$ cat config.mk
export PLATFORM = sky130hd
export DESIGN_NAME = ocie_top
export DESIGN_NICKNAME = d
export VERILOG_FILES = /design/src/include/ocie_pkg.sv /design/src/rtl/ocie_sync.sv /design/src/rtl/ocie_axil.sv /design/src/rtl/ocie_top.sv
export SDC_FILE = /design/constraint.sdc
export NUM_CORES = 1
export LEC_CHECK = 0
export BUFFER_PORTS_ARGS = -buffer_cell sky130_fd_sc_hd__buf_2
export CORE_UTILIZATION = 52
export DETAILED_ROUTE_END_ITERATION = 6
export GPL_TIMING_DRIVEN = 0
export PLACE_DENSITY = 0.79
export SLEW_MARGIN = 0
export SYNTH_ARGS = -nofsm -noshare
export SYNTH_HDL_FRONTEND = slang
export SYNTH_SLANG_ARGS = --single-unit
export TNS_END_PERCENT = 5
$ cat constraint.sdc
create_clock -name aclk -period 2.3 [get_ports aclk]
set_input_delay 0.23 -clock aclk [delete_from_list [all_inputs] [get_ports aclk]]
set_output_delay 0.23 -clock aclk [all_outputs]
set_load 0.05 [all_outputs]
$ cat src/include/ocie_pkg.sv
/*
 * constants, field layouts and carrier types for the oscillator control
 * interrupt-enable block. assumes a 32-bit AXI4-Lite register bus.
 */
package ocie_pkg;
	localparam int ADDR_W = 8;
	localparam int DATA_W = 32;
	// register indices; byte address is four times the index
	localparam logic [7:0] IDX_EN_CLR = 8'h00;
	localparam logic [7:0] IDX_EN_SET = 8'h04;
	localparam logic [7:0] IDX_FLAGS = 8'h08;
	localparam logic [7:0] IDX_STATUS = 8'h0C;
	localparam logic [7:0] IDX_OSC_STARTUP = 8'h16;
	localparam logic [7:0] IDX_OSC_SYNC = 8'h18;
	localparam logic [7:0] IDX_PLL_PRIMARY = 8'h1C;
	localparam logic [7:0] IDX_PLL_RATIO = 8'h20;
	localparam logic [7:0] IDX_PLL_SECONDARY = 8'h24;
	localparam logic [7:0] IDX_PLL_PRESC = 8'h28;
	localparam logic [7:0] IDX_PLL_SYNC = 8'h2C;
	localparam logic [7:0] IDX_PLL_LOCK = 8'h30;
	localparam logic [7:0] IDX_OSC_CAL = 8'h38;
	// interrupt bit positions
	localparam int BIT_CRYSTAL_READY = 0;
	localparam int BIT_CRYSTAL_FAIL = 1;
	localparam int BIT_OSC_READY = 4;
	localparam int BIT_LOCK_RISE = 8;
	localparam int BIT_LOCK_FALL = 9;
	localparam int BIT_LOCK_TIMEOUT = 10;
	localparam int BIT_RATIO_DONE = 11;
	localparam logic [31:0] IRQ_BITS = 32'h0000_0F13;
	localparam logic [31:0] IRQ_RESET = 32'h0000_0000;
	// writable field masks
	localparam logic [7:0] MASK_STARTUP = 8'h07;
	localparam logic [7:0] MASK_PRIMARY = 8'hC2;
	localparam logic [31:0] MASK_RATIO = 32'h000F_0FFF;
	localparam logic [31:0] MASK_SECONDARY = 32'hFFFF_FFFF;
	localparam logic [7:0] MASK_PRESC = 8'h03;
	localparam logic [31:0] MASK_CAL = 32'h003F_033F;
	// reset values of the configuration registers
	localparam logic [7:0] RST_STARTUP = 8'h00;
	localparam logic [7:0] RST_PRIMARY = 8'h00;
	localparam logic [31:0] RST_RATIO = 32'h0000_0000;
	localparam logic [31:0] RST_SECONDARY = 32'h0000_0000;
	localparam logic [7:0] RST_PRESC = 8'h00;
	localparam logic [31:0] RST_CAL = 32'h0000_0000;
	// pll sync-pending bits and hold time in bus cycles
	localparam int BIT_SYNC_ENABLE = 1;
	localparam int BIT_SYNC_RATIO = 2;
	localparam int BIT_SYNC_PRESC = 3;
	localparam logic [3:0] SYNC_CYCLES = 4'h4;
	localparam int BIT_LOCK = 0;
	localparam int BIT_CLK_READY = 1;
	localparam logic [1:0] RESP_OKAY = 2'h0;
	localparam logic [1:0] RESP_SLVERR = 2'h2;

	typedef struct packed {
		logic pll_clk_ready;
		logic pll_lock;
		logic pll_ratio_update_done;
		logic pll_lock_timeout;
		logic pll_lock_fall;
		logic pll_lock_rise;
		logic internal_osc_ready;
		logic crystal_clock_failure;
		logic crystal_ready;
	} ocie_src_s;

	typedef struct packed {
		logic [7:0] internal_osc_startup_time;
		logic [7:0] pll_control_primary;
		logic [31:0] pll_loop_ratio;
		logic [31:0] pll_control_secondary;
		logic [7:0] pll_output_prescaler;
		logic [31:0] internal_osc_calibration;
	} ocie_cfg_s;
endpackage : ocie_pkg

$ cat src/rtl/ocie_sync.sv
/*
 * three-flop synchroniser with agreement filter and rise detection.
 * assumes inputs are asynchronous levels from the analog side.
 */
`timescale 1ns/1ps
module ocie_sync #(
	parameter int WIDTH = 9
) (
	input wire logic aclk,
	input wire logic aresetn,
	input wire logic [WIDTH-1:0] async_in,
	output logic [WIDTH-1:0] level,
	output logic [WIDTH-1:0] rise
);
	logic [WIDTH-1:0] s1_reg;
	logic [WIDTH-1:0] s2_reg;
	logic [WIDTH-1:0] s3_reg;
	logic [WIDTH-1:0] level_reg;
	logic [WIDTH-1:0] level_next;

	genvar i;
	generate
		for (i = 0; i < WIDTH; i++) begin : g_bit
			// change accepted only when second and third flop agree
			assign level_next[i] = (s2_reg[i] == s3_reg[i]) ? s3_reg[i] : level_reg[i];
		end
	endgenerate

	always_ff @(posedge aclk) begin
		if (!aresetn) begin
			s1_reg <= '0;
			s2_reg <= '0;
			s3_reg <= '0;
			level_reg <= '0;
		end else begin
			s1_reg <= async_in;
			s2_reg <= s1_reg;
			s3_reg <= s2_reg;
			level_reg <= level_next;
		end
	end

	assign level = level_reg;
	assign rise = level_next & ~level_reg;
endmodule : ocie_sync

$ cat src/rtl/ocie_axil.sv
/*
 * AXI4-Lite slave front end: one write and one read in flight.
 * assumes the register file answers read data and error combinationally.
 */
`timescale 1ns/1ps
module ocie_axil
	import ocie_pkg::*;
(
	input wire logic aclk,
	input wire logic aresetn,
	input wire logic [ADDR_W-1:0] s_axi_awaddr,
	input wire logic s_axi_awvalid,
	output logic s_axi_awready,
	input wire logic [DATA_W-1:0] s_axi_wdata,
	input wire logic [3:0] s_axi_wstrb,
	input wire logic s_axi_wvalid,
	output logic s_axi_wready,
	output logic [1:0] s_axi_bresp,
	output logic s_axi_bvalid,
	input wire logic s_axi_bready,
	input wire logic [ADDR_W-1:0] s_axi_araddr,
	input wire logic s_axi_arvalid,
	output logic s_axi_arready,
	output logic [DATA_W-1:0] s_axi_rdata,
	output logic [1:0] s_axi_rresp,
	output logic s_axi_rvalid,
	input wire logic s_axi_rready,
	output logic wr_req,
	output logic [ADDR_W-1:0] wr_addr,
	output logic [DATA_W-1:0] wr_data,
	output logic [3:0] wr_strb,
	input wire logic wr_err,
	output logic rd_req,
	input wire logic [DATA_W-1:0] rd_data,
	input wire logic rd_err
);
	logic awready_reg, wready_reg, bvalid_reg, arready_reg, rvalid_reg;
	logic aw_got_reg, w_got_reg;
	logic [1:0] bresp_reg, rresp_reg;
	logic [ADDR_W-1:0] awaddr_reg;
	logic [DATA_W-1:0] wdata_reg, rdata_reg;
	logic [3:0] wstrb_reg;
	logic aw_take, w_take, aw_got_next, w_got_next, bvalid_next, rvalid_next;

	assign aw_take = s_axi_awvalid & awready_reg;
	assign w_take = s_axi_wvalid & wready_reg;
	assign wr_req = aw_got_reg & w_got_reg & ~bvalid_reg;
	assign aw_got_next = (aw_got_reg | aw_take) & ~wr_req;
	assign w_got_next = (w_got_reg | w_take) & ~wr_req;
	assign bvalid_next = wr_req | (bvalid_reg & ~s_axi_bready);
	assign rd_req = s_axi_arvalid & arready_reg;
	assign rvalid_next = rd_req | (rvalid_reg & ~s_axi_rready);

	always_ff @(posedge aclk) begin
		if (!aresetn) begin
			aw_got_reg <= 1'b0;
			w_got_reg <= 1'b0;
			awready_reg <= 1'b0;
			wready_reg <= 1'b0;
			bvalid_reg <= 1'b0;
			bresp_reg <= RESP_OKAY;
			awaddr_reg <= '0;
			wdata_reg <= '0;
			wstrb_reg <= '0;
		end else begin
			aw_got_reg <= aw_got_next;
			w_got_reg <= w_got_next;
			awready_reg <= ~aw_got_next & ~bvalid_next;
			wready_reg <= ~w_got_next & ~bvalid_next;
			bvalid_reg <= bvalid_next;
			if (wr_req) begin
				bresp_reg <= wr_err ? RESP_SLVERR : RESP_OKAY;
			end
			if (aw_take) begin
				awaddr_reg <= s_axi_awaddr;
			end
			if (w_take) begin
				wdata_reg <= s_axi_wdata;
				wstrb_reg <= s_axi_wstrb;
			end
		end
	end

	always_ff @(posedge aclk) begin
		if (!aresetn) begin
			arready_reg <= 1'b0;
			rvalid_reg <= 1'b0;
			rdata_reg <= '0;
			rresp_reg <= RESP_OKAY;
		end else begin
			arready_reg <= ~rvalid_next;
			rvalid_reg <= rvalid_next;
			if (rd_req) begin
				rdata_reg <= rd_data;
				rresp_reg <= rd_err ? RESP_SLVERR : RESP_OKAY;
			end
		end
	end

	assign wr_addr = awaddr_reg;
	assign wr_data = wdata_reg;
	assign wr_strb = wstrb_reg;
	assign s_axi_awready = awready_reg;
	assign s_axi_wready = wready_reg;
	assign s_axi_bvalid = bvalid_reg;
	assign s_axi_bresp = bresp_reg;
	assign s_axi_arready = arready_reg;
	assign s_axi_rvalid = rvalid_reg;
	assign s_axi_rdata = rdata_reg;
	assign s_axi_rresp = rresp_reg;
endmodule : ocie_axil

$ cat src/rtl/ocie_top.sv
/*
 * oscillator control register block: interrupt enable set/clear pair,
 * sticky flags, level interrupt and oscillator/pll configuration.
 * assumes asynchronous analog status levels and an AXI4-Lite master.
 */
`timescale 1ns/1ps
module ocie_top
	import ocie_pkg::*;
(
	input wire logic aclk,
	input wire logic aresetn,
	input wire logic [ocie_pkg::ADDR_W-1:0] s_axi_awaddr,
	input wire logic [2:0] s_axi_awprot,
	input wire logic s_axi_awvalid,
	output logic s_axi_awready,
	input wire logic [ocie_pkg::DATA_W-1:0] s_axi_wdata,
	input wire logic [3:0] s_axi_wstrb,
	input wire logic s_axi_wvalid,
	output logic s_axi_wready,
	output logic [1:0] s_axi_bresp,
	output logic s_axi_bvalid,
	input wire logic s_axi_bready,
	input wire logic [ocie_pkg::ADDR_W-1:0] s_axi_araddr,
	input wire logic [2:0] s_axi_arprot,
	input wire logic s_axi_arvalid,
	output logic s_axi_arready,
	output logic [ocie_pkg::DATA_W-1:0] s_axi_rdata,
	output logic [1:0] s_axi_rresp,
	output logic s_axi_rvalid,
	input wire logic s_axi_rready,
	input wire ocie_pkg::ocie_src_s src_async,
	output ocie_pkg::ocie_cfg_s cfg,
	output logic irq
);
	import ocie_pkg::*;

	function automatic logic hit(input logic [ADDR_W-1:0] a, input logic [7:0] idx);
		hit = (a == {idx[5:0], 2'b00});
	endfunction : hit

	function automatic logic [31:0] lanes(input logic [3:0] s);
		lanes = {{8{s[3]}}, {8{s[2]}}, {8{s[1]}}, {8{s[0]}}};
	endfunction : lanes

	function automatic logic [31:0] place(input ocie_src_s v);
		logic [31:0] w;
		w = '0;
		w[BIT_CRYSTAL_READY] = v.crystal_ready;
		w[BIT_CRYSTAL_FAIL] = v.crystal_clock_failure;
		w[BIT_OSC_READY] = v.internal_osc_ready;
		w[BIT_LOCK_RISE] = v.pll_lock_rise;
		w[BIT_LOCK_FALL] = v.pll_lock_fall;
		w[BIT_LOCK_TIMEOUT] = v.pll_lock_timeout;
		w[BIT_RATIO_DONE] = v.pll_ratio_update_done;
		place = w;
	endfunction : place

	logic wr_req, rd_req, wr_err, rd_err;
	logic [ADDR_W-1:0] wr_addr;
	logic [DATA_W-1:0] wr_data, rd_data;
	logic [3:0] wr_strb;
	logic [$bits(ocie_src_s)-1:0] lvl_raw, rise_raw;
	ocie_src_s lvl, rise;
	logic [31:0] wbits, events, status_word;
	logic [31:0] enable_reg, flags_reg, flags_next;
	logic irq_reg;
	logic [7:0] startup_reg, primary_reg, presc_reg;
	logic [31:0] ratio_reg, secondary_reg, cal_reg;
	logic [3:0] sync_busy_reg;
	logic [3:0] sync_cnt_reg;
	logic w_primary, w_ratio, w_presc;

	ocie_axil u_axil (
		.aclk(aclk),
		.aresetn(aresetn),
		.s_axi_awaddr(s_axi_awaddr),
		.s_axi_awvalid(s_axi_awvalid),
		.s_axi_awready(s_axi_awready),
		.s_axi_wdata(s_axi_wdata),
		.s_axi_wstrb(s_axi_wstrb),
		.s_axi_wvalid(s_axi_wvalid),
		.s_axi_wready(s_axi_wready),
		.s_axi_bresp(s_axi_bresp),
		.s_axi_bvalid(s_axi_bvalid),
		.s_axi_bready(s_axi_bready),
		.s_axi_araddr(s_axi_araddr),
		.s_axi_arvalid(s_axi_arvalid),
		.s_axi_arready(s_axi_arready),
		.s_axi_rdata(s_axi_rdata),
		.s_axi_rresp(s_axi_rresp),
		.s_axi_rvalid(s_axi_rvalid),
		.s_axi_rready(s_axi_rready),
		.wr_req(wr_req),
		.wr_addr(wr_addr),
		.wr_data(wr_data),
		.wr_strb(wr_strb),
		.wr_err(wr_err),
		.rd_req(rd_req),
		.rd_data(rd_data),
		.rd_err(rd_err)
	);

	ocie_sync #(
		.WIDTH($bits(ocie_src_s))
	) u_sync (
		.aclk(aclk),
		.aresetn(aresetn),
		.async_in(src_async),
		.level(lvl_raw),
		.rise(rise_raw)
	);

	assign lvl = ocie_src_s'(lvl_raw);
	assign rise = ocie_src_s'(rise_raw);
	// status 0-to-1 transitions become interrupt events
	assign events = place(rise) & IRQ_BITS;
	assign status_word = place(lvl);

	// byte-lane gated write bits, reserved positions dropped
	assign wbits = wr_data & lanes(wr_strb) & IRQ_BITS;

	// shared enable state for both views
	always_ff @(posedge aclk) begin
		if (!aresetn) begin
			enable_reg <= IRQ_RESET;
		end else if (wr_req && hit(wr_addr, IDX_EN_CLR)) begin
			enable_reg <= enable_reg & ~wbits;
		end else if (wr_req && hit(wr_addr, IDX_EN_SET)) begin
			enable_reg <= enable_reg | wbits;
		end
	end

	// sticky flags, a new event wins over a same-cycle clear
	always_comb begin
		flags_next = flags_reg;
		if (wr_req && hit(wr_addr, IDX_FLAGS)) begin
			flags_next = flags_reg & ~wbits;
		end
		flags_next = flags_next | events;
	end

	always_ff @(posedge aclk) begin
		if (!aresetn) begin
			flags_reg <= '0;
		end else begin
			flags_reg <= flags_next;
		end
	end

	// one common request line
	always_ff @(posedge aclk) begin
		if (!aresetn) begin
			irq_reg <= 1'b0;
		end else begin
			irq_reg <= |(flags_reg & enable_reg);
		end
	end

	assign w_primary = wr_req && hit(wr_addr, IDX_PLL_PRIMARY);
	assign w_ratio = wr_req && hit(wr_addr, IDX_PLL_RATIO);
	assign w_presc = wr_req && hit(wr_addr, IDX_PLL_PRESC);

	// configuration registers
	always_ff @(posedge aclk) begin
		if (!aresetn) begin
			startup_reg <= RST_STARTUP;
			primary_reg <= RST_PRIMARY;
			ratio_reg <= RST_RATIO;
			secondary_reg <= RST_SECONDARY;
			presc_reg <= RST_PRESC;
			cal_reg <= RST_CAL;
		end else if (wr_req) begin
			if (hit(wr_addr, IDX_OSC_STARTUP) && wr_strb[0]) begin
				startup_reg <= wr_data[7:0] & MASK_STARTUP;
			end
			if (w_primary && wr_strb[0]) begin
				primary_reg <= wr_data[7:0] & MASK_PRIMARY;
			end
			if (w_ratio) begin
				ratio_reg <= ((ratio_reg & ~lanes(wr_strb)) | (wr_data & lanes(wr_strb))) & MASK_RATIO;
			end
			if (hit(wr_addr, IDX_PLL_SECONDARY)) begin
				secondary_reg <= ((secondary_reg & ~lanes(wr_strb)) | (wr_data & lanes(wr_strb))) & MASK_SECONDARY;
			end
			if (w_presc && wr_strb[0]) begin
				presc_reg <= wr_data[7:0] & MASK_PRESC;
			end
			if (hit(wr_addr, IDX_OSC_CAL)) begin
				cal_reg <= ((cal_reg & ~lanes(wr_strb)) | (wr_data & lanes(wr_strb))) & MASK_CAL;
			end
		end
	end

	// pll sync-pending: set on write, held for a fixed count
	always_ff @(posedge aclk) begin
		if (!aresetn) begin
			sync_busy_reg <= '0;
			sync_cnt_reg <= '0;
		end else if (w_primary || w_ratio || w_presc) begin
			sync_busy_reg[BIT_SYNC_ENABLE] <= sync_busy_reg[BIT_SYNC_ENABLE] | w_primary;
			sync_busy_reg[BIT_SYNC_RATIO] <= sync_busy_reg[BIT_SYNC_RATIO] | w_ratio;
			sync_busy_reg[BIT_SYNC_PRESC] <= sync_busy_reg[BIT_SYNC_PRESC] | w_presc;
			sync_cnt_reg <= SYNC_CYCLES;
		end else if (sync_cnt_reg != '0) begin
			sync_cnt_reg <= sync_cnt_reg - 4'h1;
		end else begin
			sync_busy_reg <= '0;
		end
	end

	// read decode
	always_comb begin
		rd_data = '0;
		rd_err = 1'b0;
		if (hit(s_axi_araddr, IDX_EN_CLR) || hit(s_axi_araddr, IDX_EN_SET)) begin
			rd_data = enable_reg & IRQ_BITS;
		end else if (hit(s_axi_araddr, IDX_FLAGS)) begin
			rd_data = flags_reg;
		end else if (hit(s_axi_araddr, IDX_STATUS)) begin
			rd_data = status_word;
		end else if (hit(s_axi_araddr, IDX_OSC_STARTUP)) begin
			rd_data = {24'h00_0000, startup_reg};
		end else if (hit(s_axi_araddr, IDX_OSC_SYNC)) begin
			rd_data = '0;
		end else if (hit(s_axi_araddr, IDX_PLL_PRIMARY)) begin
			rd_data = {24'h00_0000, primary_reg};
		end else if (hit(s_axi_araddr, IDX_PLL_RATIO)) begin
			rd_data = ratio_reg;
		end else if (hit(s_axi_araddr, IDX_PLL_SECONDARY)) begin
			rd_data = secondary_reg;
		end else if (hit(s_axi_araddr, IDX_PLL_PRESC)) begin
			rd_data = {24'h00_0000, presc_reg};
		end else if (hit(s_axi_araddr, IDX_PLL_SYNC)) begin
			rd_data = {28'h000_0000, sync_busy_reg};
		end else if (hit(s_axi_araddr, IDX_PLL_LOCK)) begin
			rd_data = '0;
			rd_data[BIT_LOCK] = lvl.pll_lock;
			rd_data[BIT_CLK_READY] = lvl.pll_clk_ready;
		end else if (hit(s_axi_araddr, IDX_OSC_CAL)) begin
			rd_data = cal_reg;
		end else begin
			rd_err = 1'b1;
		end
	end

	// writes to read-only or unmapped words answer with an error
	always_comb begin
		wr_err = 1'b1;
		if (hit(wr_addr, IDX_EN_CLR) || hit(wr_addr, IDX_EN_SET) || hit(wr_addr, IDX_FLAGS)
			|| hit(wr_addr, IDX_OSC_STARTUP) || hit(wr_addr, IDX_PLL_PRIMARY)
			|| hit(wr_addr, IDX_PLL_RATIO) || hit(wr_addr, IDX_PLL_SECONDARY)
			|| hit(wr_addr, IDX_PLL_PRESC) || hit(wr_addr, IDX_OSC_CAL)) begin
			wr_err = 1'b0;
		end
	end

	assign irq = irq_reg;
	assign cfg.internal_osc_startup_time = startup_reg;
	assign cfg.pll_control_primary = primary_reg;
	assign cfg.pll_loop_ratio = ratio_reg;
	assign cfg.pll_control_secondary = secondary_reg;
	assign cfg.pll_output_prescaler = presc_reg;
	assign cfg.internal_osc_calibration = cal_reg;
endmodule : ocie_top

=== Word-level counts from Yosys, hierarchy flattened ===
Index checks and enable logic that the tools add are counted.

* Bits in latches: 0
* ROM bits: 0
* Memories: 0
* Logic and storage cells: 178
* Memory bits (writable): 0
* Bits of input ports: 74
* Flip-flop bits (word level): 265
* Output and inout port bits: 162

* Shift-type cells: 0
* Bitwise operators: 43
* Eq/ne operators: 30
* Order comparisons: 0
* Divide/modulo/power cells: 0
* Multiplexer cells: 42
* Reduce and logical (&&, ||, !) cells: 33
* $mul: 0
* Add/subtract/negate cells: 1

{| class="wikitable"
|+ Operators by type and width
! cell !! number
|-
| $mux 32 || 11
|-
| $and 32x32->32 || 5
|-
| $mux 22 || 4
|-
| $eq 8x8->1 const B || 10
|-
| $or 32x12->32 || 2
|-
| $eq 8x7->1 const B || 5
|-
| $not 12->32 || 1
|-
| $not 32->32 || 1
|-
| $or 32x32->32 || 1
|-
| $reduce_or 32->1 || 1
|-
| $eq 8x6->1 const B || 3
|-
| $and 22x22->22 || 1
|-
| $or 22x22->22 || 1
|-
| $mux 1 || 21
|-
| $and 20x20->20 || 1
|-
| $or 20x20->20 || 1
|-
| $eq 8x5->1 const B || 2
|-
| $logic_not 8->1 || 2
|-
| $reduce_and 2->1 || 6
|-
| $and 1x1->1 || 11
|-
| $logic_or 1x1->1 || 11
|-
| $eq 1x1->1 || 9
|-
| $logic_and 1x1->1 || 9
|-
| $mux 3 || 3
|-
| 11 further kinds || 27
|}

=== Longest topological paths before layout ===
* Word-level depth: 14
* Gate-level depth with buffers: 7
* Depth with buffers taken out: 6

=== Modules after synthesis ===
From an unflattened synthesis, not the netlist that was laid out.

* Cells, all modules: 1066
* Area total of the unflattened synthesis: 9549.2 um^2

{| class="wikitable"
|+ Modules (own cells, without submodules)
! module !! seq. area each (um^2) !! instances !! area an instance (um^2) !! cells each
|-
| ocie_top || 1841.8 || 1 || 5064.9 || 589
|-
| ocie_axil || 1701.6 || 1 || 3345.7 || 366
|-
| ocie_sync || 720.7 || 1 || 1138.6 || 111
|}

=== Worst setup path after synthesis ===
Ideal clock, no wire load.

* Path kind: register to register
* From: register u_axil.bvalid_reg (netlist: u_axil.s_axi_bvalid)
* To: register (tool-made name)
* Path buffers: 1
* Stages on the path, launching flop included: 7
* Data required time: 2172 ps
* Setup slack: 7 ps
* Arrival time: 2165 ps
* Library setup time: 128 ps
* Clock period less this slack: 2293 ps
* Path through: dfxtp_1 nand3b_1 or3_1 buf_2 nor4_4 mux2i_1 nor2_1

{| class="wikitable"
|+ RTL lines
! item !! line !! source
|-
| start, declared || ocie_axil.sv:37 || <nowiki>logic awready_reg, wready_reg, bvalid_reg, arready_reg, rvalid_reg;</nowiki>
|-
| start signal, assigned || ocie_axil.sv:70 || <nowiki>bvalid_reg <= bvalid_next;</nowiki>
|}

=== Final worst setup path ===
* From: register u_axil.bvalid_reg (netlist: u_axil.s_axi_bvalid)
* To: register primary_reg[1]

* Longest elaborated chain between the ends: 5

{| class="wikitable"
|+ RTL lines
! item !! line !! source
|-
| $not 1->1 (*) || ocie_axil.sv:47 || <nowiki>assign wr_req = aw_got_reg & w_got_reg & ~bvalid_reg;</nowiki>
|-
| $and 1x1->1 (*) || ocie_axil.sv:47 ||
|-
| $logic_and 1x1->1 || ocie_top.sv:159 || <nowiki>assign w_primary = wr_req && hit(wr_addr, IDX_PLL_PRIMARY);</nowiki>
|-
| $logic_and 1x1->1 || ocie_top.sv:176 || <nowiki>if (w_primary && wr_strb[0]) begin</nowiki>
|-
| $reduce_and 2->1 (no source line) (*) || -- ||
|-
| end signal, assigned || ocie_top.sv:177 || <nowiki>primary_reg <= wr_data[7:0] & MASK_PRIMARY;</nowiki>
|-
| end, declared || ocie_top.sv:67 || <nowiki>logic [7:0] startup_reg, primary_reg, presc_reg;</nowiki>
|}

Every way passes the cells marked *; elsewhere a longest branch is shown, timed or not.
A chain may end at the register's enable or synchronous reset.

==> qor.yml <==
worst_hold_path:
  holdPathStages: 3
  hold_path.class: "in2reg"
  hold_end: "u_axil.s_axi_bvalid$_SDFF_PN0_"
  hp-start: "s_axi_bready"
drt:
  route.detailed.drc: 0
  vias: 8477
  viasPerCell: 5.52
  antenna_left: 0
  routed_wl_um: 27800
  wire_per_inst_um: 18.1
  first_pass_iters: 5
  drt_iter0_drc: 903
setup_path:
  max_stage_delay_ns: 0.45
  path_cells: "nand3b_1, or3_1, buf_6, or3_1, clkbuf_1, mux2i_1, nor2_1"
  reg2reg_from: "u_axil.s_axi_bvalid$_SDFF_PN0_"
  reg2regPathDepth: 7
  worstPathRequired_ns: 2.67
  crit_path_frequent_cell: "or3_1"
  crit_slowest_cell: "or3_1"
  r2r-end: "primary_reg[1]$_SDFFE_PN0P_"
  arrival_ns: 2.76
  ff2ff_setup_slack_ns: -0.09
  cp-end-kind: "flop"
  crit_type: "reg2reg"
  critPathMaxFanout: 9
  worstSetupStartpointType: "flop"
clock_network:
  numCtsBuffers: 22
  clk_path_buf_depth: 3
  cts_tree: "done"
  h-tree-depth: 1
  cts.sinks: 213
  cts-root-buf: "clkbuf_16"
  path_clk_slew_ns: 0.06
  clk_latency_ns: 0.52
layout:
  area_delta_synth_final_pct: 31.3
  fin_nets: 1381
  seq_area_mm2: 0.00427
  fillerInstances: 1276
  layout-drive-gt1-share_pct: 22.0
  multi_input_area_mm2: 0.00396
  fin_util_pct: 70.8
floorplan:
  io_pins: 236
  dieHeight_um: 131
  die_w_um: 131
  start_util_pct: 53.9
  die_area_mm2: 0.0172
  num_rows: 46
  coreArea_mm2: 0.0161
synthesis:
  yosysSeqAreaShare_pct: 49.2
  netlist_area_mm2: 0.00866
  synth_edf_count: 0
  synth_top_area_share_pct: 49.2
  synth-seq-cells: 213
  ys_top_cells_by_count: "nand2_1 (216), dfxtp_1 (213), a21oi_1 (90)"
  synthFlopType: "dfxtp_1"
  ys_warn_count: 0
  syn_area_per_cell_um2: 8.66
  async_flop_share_pct: 0
  synth.area.top_cells: "dfxtp_1 (49%), nand2_1 (9.4%), mux2i_1 (7.4%), a21oi_1 (5.2%), buf_4 (4.5%)"
  yosysMostFrequentCell: "nand2_1"
  yosysUniqueCellTypes: 64
  syn-instance-count: 1000
  synth_area_leader_cell: "dfxtp_1"
status:
  status: "complete, but fails checks"
  violations: "setup timing"
timing:
  fmax_mhz: 418
  fin_ws_ns: -0.0896
  hold_slack_ns: 0.0140
  drv_slew: 0
  clock_skew_ns: 0.0145
  slew_headroom_pct: 29.1
  worstMarginPinSlew_ns: 1.05
  rsz0062_at_grt: "yes"
  period_needed_ns: 2.39
  timing_hold_violations_final: 0
  finalCritPeriodShare_pct: 104
  setup_violations: 3
global_routing:
  grt_max_degree: 14
  grt_pass1_vias: 7984
  overflow: 0
  grt_pass1_wl_um: 42300
  antenna_found_initial: 0
  grt.total_usage_pct: 32.5
power:
  cellPowerDensity_mw_per_mm2: 752
  power_mw: 8.55
  ir_drop_v: 0.000495
  leakage_nw: 5.01
place:
  gp_congestion: 0.971
  portBuffers: 176
  place_hpwl_um: 19400
flow_run:
  max_cap_violations: 0
[where the power goes]
group,internal (mW),switching (mW)
combinational,0.326,0.638
sequential,3.79,0.0778
clock,2.25,1.47
total,6.37,2.18
[metrics by stage]
step	cells	setup slack [ns]	instance area [um^2]	setup TNS, ns
final	1536	-0.0896	11400	-0.243
after global routing	1535	-0.185	11400	-2.15
after CTS	1534	-0.0235	11300	-0.0882
after detailed placement	1443	-0.605	10000	-13.89
after floorplan	1051	0.00724	8850	0
after global placement	1443	-0.583	10000	-12.74
[worst max-delay path by stage]
stage	startpoint	endpoint	slack, ns
after floorplan	u_axil.s_axi_bvalid$_SDFF_PN0_	flop	0.007
after global placement	s_axi_araddr[1]	u_axil.s_axi_rdata[19]$_SDFFE_PN0P_	-0.58
after detailed placement	s_axi_araddr[1]	u_axil.s_axi_rdata[19]$_SDFFE_PN0P_	-0.61
after CTS	u_axil.s_axi_bvalid$_SDFF_PN0_	flop	-0.02
after global routing	u_axil.s_axi_bvalid$_SDFF_PN0_	primary_reg[7]$_SDFFE_PN0P_	-0.18
final	u_axil.s_axi_bvalid$_SDFF_PN0_	primary_reg[1]$_SDFFE_PN0P_	-0.09
[cell families (layout without fill, tap and decap cells)]
kind of cell	after synthesis	in the layout	synth area share (%)
DFF	213	213	49.2
and+or+nand+nor	400	400	21.4
buffers and inverters	125	393	7.73
xor gates and xnor gates	2	2	0.202
AOI/OAI and AO/OA	192	192	13.6
other	1	53	0.0433
muxes	66	66	7.66
adders and majority gates	1	1	0.144
[worst max-delay path: cells and delay by family, from the launching register on]
family                 cells  cell delay [ns]
AND/OR/NAND/NOR            4             1.27
buffers and inverters      2             0.43
flip-flops                 1             0.32
multiplexers               1             0.22
[per-layer routing]
| metal | global-route usage (%) | share of wire [%] | vias up |
|---|---|---|---|
| li1 | - | - | 3951 |
| met4 | 15.8 | 4.4 | 0 |
| met3 | 5.37 | 11 | 85 |
| met5 | 0 | 0 | - |
| met1 | 44.0 | 41 | 3918 |
| met2 | 50.5 | 44 | 523 |
[layout make-up]
| class | instances | area share [%] |
|---|---|---|
| clock inverter | 7 | 1.07 |
| multi-input combinational | 713 | 34.9 |
| antenna | 1 | 0.0220 |
| inverter | 15 | 0.495 |
| sequential | 213 | 37.5 |
| timing repair buffer | 231 | 12.7 |
| clock buffer | 30 | 5.55 |
| tap | 216 | 2.38 |
| buffer | 110 | 5.46 |
[cell usage in the layout (no fill, tap or decap), types with 7 or more instances in the layout]
cell type,instances
o21ai_0,41
nand3_1,36
and2_1,31
nand2_1,212
clkbuf_16,22
a32o_1,8
mux2i_1,64
inv_1,14
buf_4,52
and3_1,8
nor2_1,57
a222oi_1,7
a22o_1,7
dfxtp_1,212
a21oi_1,90
buf_2,179
clkbuf_1,52
dlygate4sd3_1,54
conb_1,52
nor3_1,8
[timing repair]
action,4_1_cts,5_1_grt
setup endpoints to repair,42,65
setup buffers,0,1
hold buffers,54,0
gates resized for setup,5,11
endpoints found under the hold margin,54,0
pin swaps,2,1
Note: power is estimated with default switching activity, not from simulation.
